## src/core/fieldbus_cmd_regs.svh

```systemverilog
// constants for the fieldbus command word decoder
//
// Functional notes
// - Fourteen data slots, each with parameter address
// - Holding register address field is 16 bits
// - Five-digit masters reach registers 400001-409999 only
// - 32-bit parameters refused under five-digit numbering
// - Converting or pass-through profile, selectable
// - Bit 0: ready-to-operate, else ramp stop
// - Bit 1 low: coast stop, switch-on inhibited
// - Bit 2 low: emergency stop, switch-on inhibited
// - Bit 3: operation enabled, drives run enable
// - Bit 4 low: ramp output forced zero
// - Bit 5 low: ramp output held
// - Bit 6 low: ramp input zero, if sourced
// - Bit 7 rising edge resets fault, if sourced
// - Bits 8, 9 request jog speeds, if sourced
// - Bit 10 enables control, else retain/lock
// - Bit 11 selects second or first location
// - Bits 12 to 15 are free user bits
`ifndef FIELDBUS_CMD_REGS_SVH
`define FIELDBUS_CMD_REGS_SVH
`define SLOT_COUNT       14
`define SLOT_IDX_W       4
`define ADDR_W           16
`define WORD_W           16
`define FIVE_DIGIT_LIMIT 16'h270F
`define BIT_RAMP_STOP    0
`define BIT_COAST_STOP   1
`define BIT_EMERG_STOP   2
`define BIT_OPERATE      3
`define BIT_RAMP_OUT     4
`define BIT_RAMP_HOLD    5
`define BIT_RAMP_IN      6
`define BIT_FAULT_RESET  7
`define BIT_JOG1         8
`define BIT_JOG2         9
`define BIT_REMOTE       10
`define BIT_LOC_SELECT   11
`define BIT_USER_LO      12
`define CMD_RESET_VALUE  16'h0000
`endif

```

## src/core/fieldbus_cmd_pkg.sv

```systemverilog
// types for the fieldbus command word decoder
package fieldbus_cmd_pkg;
  // drive state requested by the command word
  typedef enum logic [2:0]
  {
    ST_SWITCH_ON_INHIBITED = 3'b000,
    ST_READY_TO_SWITCH_ON  = 3'b001,
    ST_READY_TO_OPERATE    = 3'b010,
    ST_OPERATION_ENABLED   = 3'b011,
    ST_FIRST_OFF_ACTIVE    = 3'b100,
    ST_SECOND_OFF_ACTIVE   = 3'b101,
    ST_THIRD_OFF_ACTIVE    = 3'b110,
    ST_OPERATION_INHIBITED = 3'b111
  } drive_state_t;
endpackage

```

## src/core/slot_address_table.sv

```systemverilog
// small memory of the fourteen data slot parameter addresses
`timescale 1ns/1ps
`include "fieldbus_cmd_regs.svh"
module slot_address_table
#(
  parameter int SLOTS = `SLOT_COUNT,
  parameter int AW    = `ADDR_W
)
(
  // clock and reset
  input  wire logic                  clk,
  input  wire logic                  reset,
  // write port
  input  wire logic                  writeEn,
  input  wire logic [`SLOT_IDX_W-1:0] writeIdx,
  input  wire logic [AW-1:0]         writeAddr,
  input  wire logic                  writeWide,
  // read port, registered
  input  wire logic [`SLOT_IDX_W-1:0] readIdx,
  output logic      [AW-1:0]         readAddr,
  output logic                       readWide
);
  logic [AW-1:0] addrMem [SLOTS];  // configured parameter address per slot
  logic          wideMem [SLOTS];  // slot carries a 32-bit parameter

  // store configuration; out of range index ignored
  always_ff @(posedge clk)
  begin
    if (writeEn && (int'(writeIdx) < SLOTS))
    begin
      addrMem[writeIdx] <= writeAddr;
      wideMem[writeIdx] <= writeWide;
    end
  end

  // registered read, zero for unknown slots
  always_ff @(posedge clk or posedge reset)
  begin
    if (reset)
    begin
      readAddr <= '0;
      readWide <= 1'b0;
    end
    else if (int'(readIdx) < SLOTS)
    begin
      readAddr <= addrMem[readIdx];
      readWide <= wideMem[readIdx];
    end
    else
    begin
      readAddr <= '0;
      readWide <= 1'b0;
    end
  end
endmodule

```

## src/core/fieldbus_command_word_decoder.sv

```systemverilog
// decodes holding register access and the converting-profile command word
`timescale 1ns/1ps
`include "fieldbus_cmd_regs.svh"
module fieldbus_command_word_decoder
  import fieldbus_cmd_pkg::*;
#(
  parameter int SLOTS = `SLOT_COUNT
)
(
  // clock and reset
  input  wire logic                   clk,
  input  wire logic                   reset,
  // slot configuration
  input  wire logic                   slotCfgWrite,
  input  wire logic [`SLOT_IDX_W-1:0] slotCfgIdx,
  input  wire logic [`ADDR_W-1:0]     slotCfgAddr,
  input  wire logic                   slotCfgWide,
  // holding register access from the master side
  input  wire logic                   regAccess,
  input  wire logic [`ADDR_W-1:0]     regAddr,
  input  wire logic                   fiveDigitMode,
  input  wire logic [`SLOT_IDX_W-1:0] regSlot,
  output logic                        accessValid,
  output logic                        accessDenied,
  output logic [`ADDR_W-1:0]          paramAddr,
  // command word write
  input  wire logic                   commandWrite,
  input  wire logic [`WORD_W-1:0]     command_word,
  input  wire logic                   referenceNonZero,
  // configuration
  input  wire logic                   pass_through_profile,
  input  wire logic                   rampInFromBus,
  input  wire logic                   resetFromBus,
  input  wire logic                   jogFromBus,
  input  wire logic                   locationFromBus,
  input  wire logic                   runEnableFromBus,
  input  wire logic                   runEnableExternal,
  input  wire logic                   faultActive,
  // drive requests
  output logic                        ramp_stop_request_n,
  output logic                        coast_stop_request_n,
  output logic                        emergency_stop_request_n,
  output logic                        runEnable,
  output logic                        rampOutZero,
  output logic                        rampHold,
  output logic                        rampInZero,
  output logic                        faultResetPulse,
  output logic                        jogFirst,
  output logic                        jogSecond,
  output logic                        busControlEnabled,
  output logic                        refRampLocked,
  output logic                        external_location_select,
  output logic [3:0]                  userBits,
  output logic [`WORD_W-1:0]          passWord,
  output drive_state_t                driveState
);
  // command word history
  logic [`WORD_W-1:0] cmdReg;       // last sampled command word
  logic [`WORD_W-1:0] prevReg;      // word before that, for edge detection
  logic               newWord_reg;  // a word was sampled last cycle
  // register lookup pipeline
  logic               pendReg;      // register lookup in flight
  logic [`ADDR_W-1:0] pendAddr;     // address of lookup in flight
  logic               pendFive;     // lookup uses five-digit numbering
  logic [`ADDR_W-1:0] slotAddr;     // slot table read data
  logic               slotWide;     // slot holds a 32-bit parameter
  drive_state_t       state_next;   // next requested drive state

  // a bit of the sampled word
  // single-bit output decodes go through here; the state logic indexes cmdReg by the header's bit positions
  function automatic logic cmdBit(input logic [`WORD_W-1:0] w, input int idx);
    cmdBit = w[idx];
  endfunction

  // slot table: parameter address per data slot
  // an index beyond the last slot reads back as zero
  slot_address_table #(.SLOTS(SLOTS), .AW(`ADDR_W)) slotTable
  (
    .clk       (clk),
    .reset     (reset),
    .writeEn   (slotCfgWrite),
    .writeIdx  (slotCfgIdx),
    .writeAddr (slotCfgAddr),
    .writeWide (slotCfgWide),
    .readIdx   (regSlot),
    .readAddr  (slotAddr),
    .readWide  (slotWide)
  );

  // hold the request while the slot table answers
  always_ff @(posedge clk or posedge reset)
  begin
    if (reset)
    begin
      pendReg  <= 1'b0;
      pendAddr <= '0;
      pendFive <= 1'b0;
    end
    else
    begin
      // a request stands one cycle; its qualifiers are captured with it
      pendReg  <= regAccess;
      pendAddr <= regAddr;          // full 16-bit field
      pendFive <= fiveDigitMode;
    end
  end

  // answer a register access one cycle after the slot read
  always_ff @(posedge clk or posedge reset)
  begin
    if (reset)
    begin
      accessValid  <= 1'b0;
      accessDenied <= 1'b0;
      paramAddr    <= '0;
    end
    else if (pendReg)
    begin
      // five-digit masters only reach offsets 0..9998
      if (pendFive && ((pendAddr >= `FIVE_DIGIT_LIMIT) || slotWide))
      begin
        // refused: the last granted address stays on paramAddr
        accessValid  <= 1'b0;
        accessDenied <= 1'b1;
      end
      else
      begin
        // granted: hand on the slot's parameter address
        accessValid  <= 1'b1;
        accessDenied <= 1'b0;
        paramAddr    <= slotAddr;
      end
    end
    else
    begin
      // no lookup: both answers low
      accessValid  <= 1'b0;
      accessDenied <= 1'b0;
    end
  end

  // sample the command word once per completed write
  always_ff @(posedge clk or posedge reset)
  begin
    if (reset)
    begin
      cmdReg      <= `CMD_RESET_VALUE;
      prevReg     <= `CMD_RESET_VALUE;
      newWord_reg <= 1'b0;
    end
    else
    begin
      newWord_reg <= commandWrite;
      if (commandWrite)
      begin
        // the old word is kept for the bit 7 edge test
        prevReg <= cmdReg;
        cmdReg  <= command_word;
      end
    end
  end

  // converting profile decode; pass-through copies the word
  always_ff @(posedge clk or posedge reset)
  begin
    if (reset)
    begin
      ramp_stop_request_n      <= 1'b0;
      coast_stop_request_n     <= 1'b0;
      emergency_stop_request_n <= 1'b0;
      runEnable                <= 1'b0;
      rampOutZero              <= 1'b1;
      rampHold                 <= 1'b1;
      rampInZero               <= 1'b1;
      jogFirst                 <= 1'b0;
      jogSecond                <= 1'b0;
      busControlEnabled        <= 1'b0;
      refRampLocked            <= 1'b1;
      external_location_select <= 1'b0;
      userBits                 <= 4'h0;
      passWord                 <= `CMD_RESET_VALUE;
    end
    else
    begin
      // the raw word shows only in pass-through, zero otherwise
      passWord <= pass_through_profile ? cmdReg : `CMD_RESET_VALUE;
      if (pass_through_profile)
      begin
        // conversion off: drive takes the raw word
        ramp_stop_request_n      <= 1'b0;
        coast_stop_request_n     <= 1'b0;
        emergency_stop_request_n <= 1'b0;
        runEnable                <= 1'b0;
        jogFirst                 <= 1'b0;
        jogSecond                <= 1'b0;
      end
      else
      begin
        // stop requests are active low, a cleared bit asks for the stop
        ramp_stop_request_n      <= cmdBit(cmdReg, `BIT_RAMP_STOP);
        coast_stop_request_n     <= cmdBit(cmdReg, `BIT_COAST_STOP);
        emergency_stop_request_n <= cmdBit(cmdReg, `BIT_EMERG_STOP);
        // bit drives run enable when sourced from the bus
        runEnable <= runEnableFromBus ? cmdBit(cmdReg, `BIT_OPERATE) : runEnableExternal;
        // ramp generator controls: a cleared bit forces or holds
        rampOutZero <= ~cmdBit(cmdReg, `BIT_RAMP_OUT);
        rampHold    <= ~cmdBit(cmdReg, `BIT_RAMP_HOLD);
        rampInZero  <= rampInFromBus & ~cmdBit(cmdReg, `BIT_RAMP_IN);
        jogFirst    <= jogFromBus & cmdBit(cmdReg, `BIT_JOG1);
        jogSecond   <= jogFromBus & cmdBit(cmdReg, `BIT_JOG2);
        busControlEnabled <= cmdBit(cmdReg, `BIT_REMOTE);
        // locked only when word and reference are both zero
        refRampLocked <= ~cmdBit(cmdReg, `BIT_REMOTE) & (cmdReg == '0) & ~referenceNonZero;
        if (locationFromBus)
        begin
          external_location_select <= cmdBit(cmdReg, `BIT_LOC_SELECT);
        end
        userBits <= cmdReg[`BIT_USER_LO +: 4];
      end
    end
  end

  // fault reset on rising bit 7 against the previous word
  always_ff @(posedge clk or posedge reset)
  begin
    if (reset)
    begin
      faultResetPulse <= 1'b0;
    end
    else
    begin
      // only a fresh word may fire, so a held bit 7 never repeats the pulse
      faultResetPulse <= newWord_reg && !pass_through_profile && resetFromBus
                         && cmdBit(cmdReg, `BIT_FAULT_RESET)
                         && !cmdBit(prevReg, `BIT_FAULT_RESET);
    end
  end

  // next requested drive state
  always_comb
  begin
    // hold the state unless a transition fires
    state_next = driveState;
    case (driveState)
      // leave inhibit only with both fast stops released and bit 0 low
      ST_SWITCH_ON_INHIBITED:
        if (cmdReg[`BIT_COAST_STOP] && cmdReg[`BIT_EMERG_STOP] && !cmdReg[`BIT_RAMP_STOP])
          state_next = ST_READY_TO_SWITCH_ON;
      // bit 0 high moves on toward ready-to-operate
      ST_READY_TO_SWITCH_ON:
        if (cmdReg[`BIT_RAMP_STOP])
          state_next = ST_READY_TO_OPERATE;
      // bit 0 low falls back; bit 3 with run enable starts operation
      ST_READY_TO_OPERATE, ST_OPERATION_INHIBITED:
        if (!cmdReg[`BIT_RAMP_STOP])
          state_next = ST_READY_TO_SWITCH_ON;
        else if (cmdReg[`BIT_OPERATE] && runEnable)
          state_next = ST_OPERATION_ENABLED;
      // running: bit 0 low ramps down, bit 3 low inhibits
      ST_OPERATION_ENABLED:
        if (!cmdReg[`BIT_RAMP_STOP])
          state_next = ST_FIRST_OFF_ACTIVE;
        else if (!cmdReg[`BIT_OPERATE] || !runEnable)
          state_next = ST_OPERATION_INHIBITED;
      // ramp stop done, ready to switch on again
      ST_FIRST_OFF_ACTIVE:
        state_next = ST_READY_TO_SWITCH_ON;
      // coast and emergency stops end in switch-on inhibited
      ST_SECOND_OFF_ACTIVE, ST_THIRD_OFF_ACTIVE:
        state_next = ST_SWITCH_ON_INHIBITED;
      // unused code, back to the safe state
      default:
        state_next = ST_SWITCH_ON_INHIBITED;
    endcase
    // coast and emergency stop override from any live state
    if (driveState != ST_SWITCH_ON_INHIBITED && driveState != ST_SECOND_OFF_ACTIVE
        && driveState != ST_THIRD_OFF_ACTIVE)
    begin
      if (!cmdReg[`BIT_COAST_STOP])
        state_next = ST_SECOND_OFF_ACTIVE;
      else if (!cmdReg[`BIT_EMERG_STOP])
        state_next = ST_THIRD_OFF_ACTIVE;
    end
  end

  // state register; fault reset forces switch-on inhibited
  always_ff @(posedge clk or posedge reset)
  begin
    if (reset)
    begin
      // every power-up starts inhibited
      driveState <= ST_SWITCH_ON_INHIBITED;
    end
    else if (faultResetPulse && faultActive)
    begin
      // an acknowledged fault always lands in switch-on inhibited
      driveState <= ST_SWITCH_ON_INHIBITED;
    end
    else if (!pass_through_profile)
    begin
      // one transition per clock; pass-through leaves the state frozen
      driveState <= state_next;
    end
  end
endmodule

```

## config.mk

```make
export PLATFORM = sky130hd
export DESIGN_NAME = fieldbus_command_word_decoder
export DESIGN_NICKNAME = d
export VERILOG_FILES = /design/src/core/fieldbus_cmd_pkg.sv /design/src/core/slot_address_table.sv /design/src/core/fieldbus_command_word_decoder.sv
export VERILOG_INCLUDE_DIRS = /design/src /design/src/core
export SDC_FILE = /design/constraint.sdc
export NUM_CORES = 1
export LEC_CHECK = 0
export BUFFER_PORTS_ARGS = -buffer_cell sky130_fd_sc_hd__buf_2
export CORE_ASPECT_RATIO = 1.5
export CORE_MARGIN = 1.5
export CORE_UTILIZATION = 40
export CTS_CLUSTER_DIAMETER = 80
export CTS_CLUSTER_SIZE = 8
export DETAILED_ROUTE_END_ITERATION = 6
export HOLD_SLACK_MARGIN = 0.06
export PLACE_DENSITY = 0.7
export SETUP_SLACK_MARGIN = 0.3
export SLEW_MARGIN = 20
export SYNTH_ARGS = -nofsm -noshare
export SYNTH_HDL_FRONTEND = slang
export SYNTH_SLANG_ARGS = --single-unit
```

## constraint.sdc

```tcl
create_clock -name clk -period 8.5 [get_ports clk]
set_input_delay 0.425 -clock clk [delete_from_list [all_inputs] [get_ports clk]]
set_output_delay 0.425 -clock clk [all_outputs]
set_load 0.05 [all_outputs]
```

* Word level (Yosys, flattened, before mapping)
Memory sizes are Yosys's and may differ from the RTL's. Index checks and enable logic that the tools add are counted.
Operators by class: magnitude comparators 3, eq/ne operators 10, multiplexer cells 28, bitwise logic cells 12, reductions and logical operators 26
Operators by type and width (count):
- 3-bit two-way mux | 11
- 16-bit two-way mux | 2
- 3-bit case mux with 6 select lines | 1
- 16-bit by 14-bit greater-or-equal comparator with 1-bit output, second input constant | 1
- 16-bit zero test | 1
- 1-bit two-way mux | 14
- 3-bit == test, second input constant | 4
- 1-bit logical AND | 12
- 4-bit < comparator, second input constant | 2
- 1-bit inverter | 7
- 3-bit by 2-bit == test with 1-bit output, second input constant | 2
- 3-bit inequality test, second input constant | 2
- 1-bit AND | 5
- 1-bit zero test | 5
- 2-bit AND reduction | 2
- 2-bit OR reduction | 2
- 3-bit by 1-bit == test with 1-bit output, second input constant | 1
- 3-bit zero test | 1
- 3-bit nonzero test | 1
- 1-bit logical OR | 2
- 2-bit by 1-bit inequality test with 1-bit output, second input constant | 1
Word-level totals: register bits 114, RAM bits 238, input bits 72, output and inout port bits 54, word-level logic and storage cells 108, memories 2
Memories:
- slotTable.addrMem | depth 14, bits a word 16, read ports 1, clocked after memory_dff 0, wr ports 1, line slot_address_table.sv:23 | logic [AW-1:0] addrMem [SLOTS];
- slotTable.wideMem | depth 14, bits a word 1, read ports 1, clocked after memory_dff 0, wr ports 1, line slot_address_table.sv:24 | logic wideMem [SLOTS];

* Depth between registers and ports, before layout
Gate-level depths: netlist of the first run.
depth in word-level cells 10, gate-level depth with buffers 7

* Cells and area by module
Synthesis of the first run repeated with hierarchy kept, for this count alone.
Second synthesis, totals: cell total of the unflattened synthesis 774, area total of the unflattened synthesis 13397.8 um^2
Modules (own cells, without submodules):
- slot_address_table | times used 1, cells an instance 432, area each 9572.9 um^2, seq. area each 7572.3 um^2
- fieldbus_command_word_decoder | times used 1, cells an instance 342, area each 3824.9 um^2, seq. area each 2257.2 um^2

* Worst setup path after synthesis of the first run
Ideal clock, no wire load.
kind in2reg, from in slotCfgIdx[2], to mem slotTable.addrMem[0][0] in the netlist's numbering (enable), library setup time 0.413 ns, arrival time 2.138 ns, data required time 8.087 ns, setup slack 5.950 ns, cell stages on the path 2, path through or3b_2 nor3_1
Between the ends: cells in the longest elaborated chain, start to end 4
RTL lines:
- start, declared | line fieldbus_command_word_decoder.sv:15 | input wire logic [`SLOT_IDX_W-1:0] slotCfgIdx,
- 4-bit < comparator | line slot_address_table.sv:29 | if (writeEn && (int'(writeIdx) < SLOTS))
- 1-bit logical AND | line slot_address_table.sv:29
- 1-bit two-way mux | line slot_address_table.sv:29
- 1-bit two-way mux (implied by the code) | line slot_address_table.sv:31 | addrMem[writeIdx] <= writeAddr;
- end, declared | line slot_address_table.sv:23
Parallel ways exist; a longest one is shown, timed or not.

* Final worst setup path of the first run
from in regSlot[0], to reg slotTable.readAddr[7]
Between the ends: cells in the longest elaborated chain, start to end 2
RTL lines:
- start, declared | line fieldbus_command_word_decoder.sv:22 | input wire logic [`SLOT_IDX_W-1:0] regSlot,
- memory 14 x 16 bit or 4-bit < comparator (tied branches)
- 16-bit two-way mux * | line slot_address_table.sv:44 | else if (int'(readIdx) < SLOTS)
- end signal, assigned | line slot_address_table.sv:46 | readAddr <= addrMem[readIdx];
- end, declared | line slot_address_table.sv:20 | output logic [AW-1:0] readAddr,
Every way passes the cells marked *; elsewhere a longest branch is shown, timed or not. A chain may end at the register's enable or synchronous reset.

==> results of run 1 <==
-- cell type report --
cell class / instances / area [um^2]
fillers: 2640 / 16200
clock inverters: 2 / 17.5
flip-flops and latches: 345 / 9830
repair buffers: 162 / 957
multi-input cells: 319 / 2930
inverters: 3 / 13.8
clock buffers: 88 / 1420
well taps: 410 / 513
-- layout by cell type, fill, tap and decap left out, types with 7 or more instances in the layout --
| master | count |
|---|---|
| mux2_4 | 9 |
| nor2_1 | 52 |
| dlygate4sd3_1 | 19 |
| o21ai_0 | 8 |
| clkbuf_1 | 37 |
| a21oi_1 | 26 |
| edfxtp_1 | 238 |
| mux2_2 | 61 |
| dfrtp_1 | 103 |
| buf_4 | 18 |
| nand2_1 | 8 |
| mux4_2 | 35 |
| o22ai_1 | 16 |
| buf_2 | 124 |
| nand2b_1 | 7 |
| o31ai_1 | 18 |
| clkbuf_16 | 51 |
| mux2i_1 | 19 |
| and2_1 | 16 |
-- power by group --
group	leakage (uW)	switching (uW)	total, uW	internal (uW)
clock	0.000681	665	1770	1110
sequential	0.00344	57.5	1950	1890
combinational	0.00171	296	446	150
total	0.00584	1020	4170	3150
-- final timing paths --
| check | startpoint | endpoint | slack (ps) | cells past startpoint |
|---|---|---|---|---|
| hold reg to reg | prevReg[7]$_DFFE_PP0P_ | faultResetPulse$_DFF_PP0_ | 430 | 1 |
| setup reg to reg | pendAddr[6]$_DFF_PP0_ | paramAddr[12]$_DFFE_PP0P_ | 6530 | 5 |
| hold / removal | command_word[14] | cmdReg[14]$_DFFE_PP0P_ | 110 | 2 |
| setup / recovery | regSlot[0] | slotTable.readAddr[7]$_DFF_PP0_ | 6360 | 5 |
| min in group asynchronous | reset | pendAddr[1]$_DFF_PP0_ | 440 | 3 |
| max in group asynchronous | reset | passWord[2]$_DFF_PP0_ | 6710 | 4 |
-- per-stage QoR --
step / instances / setup slack (ps) / utilization / power (uW) / hold slack (ps)
2_1_floorplan: 702 / 5260 / - / 2290 / 398
3_3_place_gp: 1219 / 5800 / 0.441 / 2410 / 405
3_5_place_dp: 1219 / 5730 / 0.441 / 2420 / 415
4_1_cts: 1328 / 6160 / 0.492 / 4210 / 82.0
5_1_grt: 1329 / 6120 / 0.493 / 4310 / 98.8
6_report: 1329 / 6360 / 0.493 / 4170 / 110
-- critical path, cell delays in order --
cell,delay (ps)
buf_4,340
buf_4,610
nand2b_1,730
o22ai_1,150
o31ai_1,290
-- metal layers --
metal  up-vias  track usage  share of wire
met5         -            0        0.00044
met4         2       0.0693          0.034
met3        69       0.0301          0.059
met2       250        0.286           0.51
met1      3480        0.203           0.39
li1       3075            -              -
-- logic make-up (layout without fill, tap and decap cells) --
family	Yosys count	count (layout)	synth area share
DFF	345	345	0.761
muxes	124	124	0.139
and+or+nand+nor	114	114	0.0463
AOI/OAI and AO/OA	81	81	0.0397
buffers and inverters	38	255	0.0141
==> flow_summary.json, run 1 <==
{
  "dp_hpwl_um": 16200,
  "skew_ps": 14.9,
  "syn_inst": 702,
  "wl_per_cell_um": 20.4,
  "syn-mean-instance-area_um2": 18.4,
  "crit_required_ps": 8920,
  "synth_commonest_cells": "edfxtp_1 (238), dfrtp_1 (103), mux2_2 (61), nor2_1 (52), mux4_2 (35)",
  "htree_levels": 2,
  "synth-seq-cells": 345,
  "cts_tree": "yes",
  "setup_violations": 0,
  "clk_pin_slew_ps": 50,
  "portBuffers": 125,
  "syn_to_final_growth_pct": 21.3,
  "nNetsFinal": 952,
  "power_density_mw_per_mm2": 266,
  "async_flop_share": 0.310,
  "root_buffer": "clkbuf_16",
  "gr-total-overflow": 0,
  "grt_pass1_vias": 7315,
  "drive_above_1_share": 0.343,
  "place_congestion": 0.777,
  "min_period_over_period": 0.252,
  "clock_latency_ps": 550,
  "relSlewSlack": 0.338,
  "drc": 0,
  "ys_top_cells_by_area": "edfxtp_1 (55%), dfrtp_1 (20%), mux4_2 (6.1%)",
  "crit_arrival_ps": 2570,
  "rsz0062_at_grt": "false",
  "ys_seq_area_frac": 0.761,
  "start_kind": "input port",
  "dpl_cell_area_mm2": 0.0140,
  "drv_cap": 0,
  "finalHoldViolations": 0,
  "cts_resized": 0,
  "core_mm2": 0.0318,
  "drt_iter0_drc": 415,
  "finalSetupTns_ps": 0,
  "clock_path_buffers": 3,
  "synth-edff-count": 238,
  "fmax_mhz": 467,
  "synth_top_area_share": 0.553,
  "criticalPathCategory": "in2reg",
  "antenna_found_initial": 1,
  "synth_cell_type_count": 47,
  "die_y_um": 223,
  "max_slew.worst_pin.slew_ps": 993,
  "ant_nets": 0,
  "drt-vias-per-instance": 5.17,
  "drtPass1Iterations": 5,
  "routed_wl_um": 27100,
  "status": "completed",
  "syn_area_mm2": 0.0129,
  "die_x_um": 150,
  "synth_most_common_cell": "edfxtp_1",
  "slew_violations": 0,
  "min_path_type": "in2reg",
  "regMostFlops": "slotTable.addrMem",
  "crit_path_end_kind": "flip-flop",
  "largest_register_ffs": 224,
  "numCtsBuffers": 49,
  "peakVddDrop_uv": 135,
  "cp_max_fo": 33,
  "yosys_warnings": 0,
  "ios": 126,
  "synth_top_cell_by_area": "edfxtp_1",
  "synthesis.nets": 774,
  "clock-sinks": 345,
  "track_usage": 0.166,
  "start_util": 0.406,
  "grt_pass1_wl_um": 41700,
  "die-area_mm2": 0.0334,
  "routed-via-count": 6876,
  "post_cts_buffers": 0,
  "grt_max_degree": 78,
  "rows": 80,
  "synth-main-ff-cell": "edfxtp_1",
  "p_leak_uw": 0.00584,
  "period_minus_slack_ps": 2140,
  "holdBufCountCts": 19,
  "fin_area_mm2": 0.0157,
  "diodes": 0
}
Note: power is estimated with default switching activity, not from simulation.
==> run 2: changes to the inputs <==
Clock period 8.5 ns to 2.1 ns, I/O delays scaled along.
==> run 2 against run 1 <==
  * Count of clock-buffer cells in the layout decreased by 4
  * Final cell count rose by 4.5%
  * Clock skew shrank 2.5 ps
  * Non-clock buffer count up 62
  * Via count rose by 1.7%
  * Hold slack gained 37 ps
  * Sequential share of layout area is 2.5 points lower
  * Worst setup slack lost 6000 ps
  * Critical path depth stayed put
  * Critical endpoint is now paramAddr[14]$_DFFE_PP0P_
  * Largest cell class unchanged
  * Highest routed layer is now met4
==> flow_summary.json, run 2 (synthesis gave the netlist of run 1 again) <==
{
  "drtPass1Iterations": 4,
  "slew_violations": 0,
  "dpl_cell_area_mm2": 0.0143,
  "drt_iter0_drc": 392,
  "final_cell_mix": "edfxtp_1 (238), buf_2 (124), dfrtp_1 (103), dlygate4sd3_1 (66), mux2_2 (61)",
  "clock_path_buffers": 3,
  "place_congestion": 0.773,
  "start_util": 0.406,
  "die_y_um": 223,
  "routed-via-count": 6991,
  "gr-total-overflow": 0,
  "drt-vias-per-instance": 5.03,
  "track_usage": 0.167,
  "setup_violations": 0,
  "criticalPathCategory": "reg2reg",
  "rsz0062_at_grt": "false",
  "antenna_found_initial": 0,
  "r2r_setup_slack_ps": 380,
  "crit_start": "pendAddr[6]$_DFF_PP0_",
  "wl_per_cell_um": 19.9,
  "layout_setup_ws_ps": 383,
  "max_slew.worst_pin.slew_ps": 548,
  "grt_pass1_wl_um": 41900,
  "fmax_mhz": 583,
  "regMostFlops": "slotTable.addrMem",
  "p_leak_uw": 0.00612,
  "ant_nets": 0,
  "finalSetupTns_ps": 0,
  "clock-sinks": 345,
  "ios": 126,
  "peakVddDrop_uv": 559,
  "pre_cts_ws_ps": 385,
  "fillers": 2564,
  "root_buffer": "clkbuf_16",
  "period_minus_slack_ps": 1720,
  "final_common_cell": "edfxtp_1",
  "clk_pin_slew_ps": 50,
  "crit_required_ps": 2530,
  "numCtsBuffers": 49,
  "reg2reg_from": "pendAddr[6]$_DFF_PP0_",
  "finalHoldViolations": 0,
  "dp_hpwl_um": 16800,
  "htree_levels": 2,
  "min_path_type": "in2reg",
  "status": "completed",
  "die_x_um": 150,
  "nNetsFinal": 1014,
  "die-area_mm2": 0.0334,
  "grt_max_degree": 57,
  "drc": 0,
  "clock_latency_ps": 550,
  "min_period_over_period": 0.817,
  "relSlewSlack": 0.632,
  "cts_tree": "yes",
  "diodes": 0,
  "syn_to_final_growth_pct": 26.3,
  "grt_pass1_vias": 7482,
  "rows": 80,
  "core_mm2": 0.0318,
  "power_density_mw_per_mm2": 1030,
  "drv_cap": 0,
  "utilization": 0.513,
  "cp_max_fo": 17,
  "drive_above_1_share": 0.336,
  "crit_path_end_kind": "flip-flop",
  "min_from": "regSlot[0]",
  "fin_area_mm2": 0.0163,
  "skew_ps": 12.3,
  "routed_wl_um": 27600,
  "crit_arrival_ps": 2140,
  "largest_register_ffs": 224,
  "start_kind": "flip-flop",
  "portBuffers": 125
}
==> run 2: changes by cell type in the layout (fill, tap and decap cells not counted) <==
cell,previous run,this run
dlygate4sd3_1,19,66
buf_4,18,27
buf_12,0,7
clkbuf_1,37,35
clkbuf_16,51,49
clkinv_8,0,2
buf_6,1,0
clkinvlp_4,0,1
inv_4,1,0
nor2b_1,5,6
nor2b_2,1,0
==> run 2: final cells by class <==
type                            count  area [um^2]  area share
Clock inverter                      4         50.0     0.00307
Inverter                            3         15.0    0.000920
Sequential cell                   345         9830       0.602
Clock buffer                       84         1360      0.0832
Tap cell                          410          513      0.0314
Multi-Input combinational cell    319         2930       0.180
Timing Repair Buffer              224         1620      0.0995
==> run 2: worst max-delay path, stage by stage, from the launching register on <==
cell,delay (ps)
dfrtp_1,390
nor4_4,280
a211oi_2,130
nor3b_4,240
buf_12,190
mux2_2,340
==> run 2: path summary, 6_finish.rpt <==
path / end / depth (start not counted)
worst max-delay path: paramAddr[14]$_DFFE_PP0P_ / 5
worst min-delay path: slotTable.readAddr[6]$_DFF_PP0_ / 5
worst max register to register: paramAddr[14]$_DFFE_PP0P_ / 5
worst min register to register: faultResetPulse$_DFF_PP0_ / 1
max in group asynchronous: paramAddr[12]$_DFFE_PP0P_ / 5
min in group asynchronous: pendAddr[1]$_DFF_PP0_ / 4
==> run 2: metal layers <==
layer  vias up  share of wire  wire length, um  global-route usage
met5         -              0                0                   0
met4         0          0.020              553              0.0525
met3        38          0.060             1660              0.0309
met2       235           0.53            14700               0.303
met1      3511           0.39            10700               0.200
li1       3207              -                -                   -
==> run 2: through the flow <==
step                hold WS, ps  total power (uW)  cells
global route                170             17400   1389
CTS                         122             17000   1389
global placement           30.8              9790   1235
floorplan                   136              9250    702
detailed placement         32.3              9840   1235
finish                      146             16800   1389
==> run 2: power breakdown <==
part / switching (uW) / internal [uW]
registers: 229 / 7660
logic: 1220 / 699
clock network: 2700 / 4350
==> run 2: timing repair <==
action	4_1_cts	5_1_grt
hold buffers	66	0
gates resized for setup	0	0
hold endpoints to repair	407	0
buffers inserted	0	0
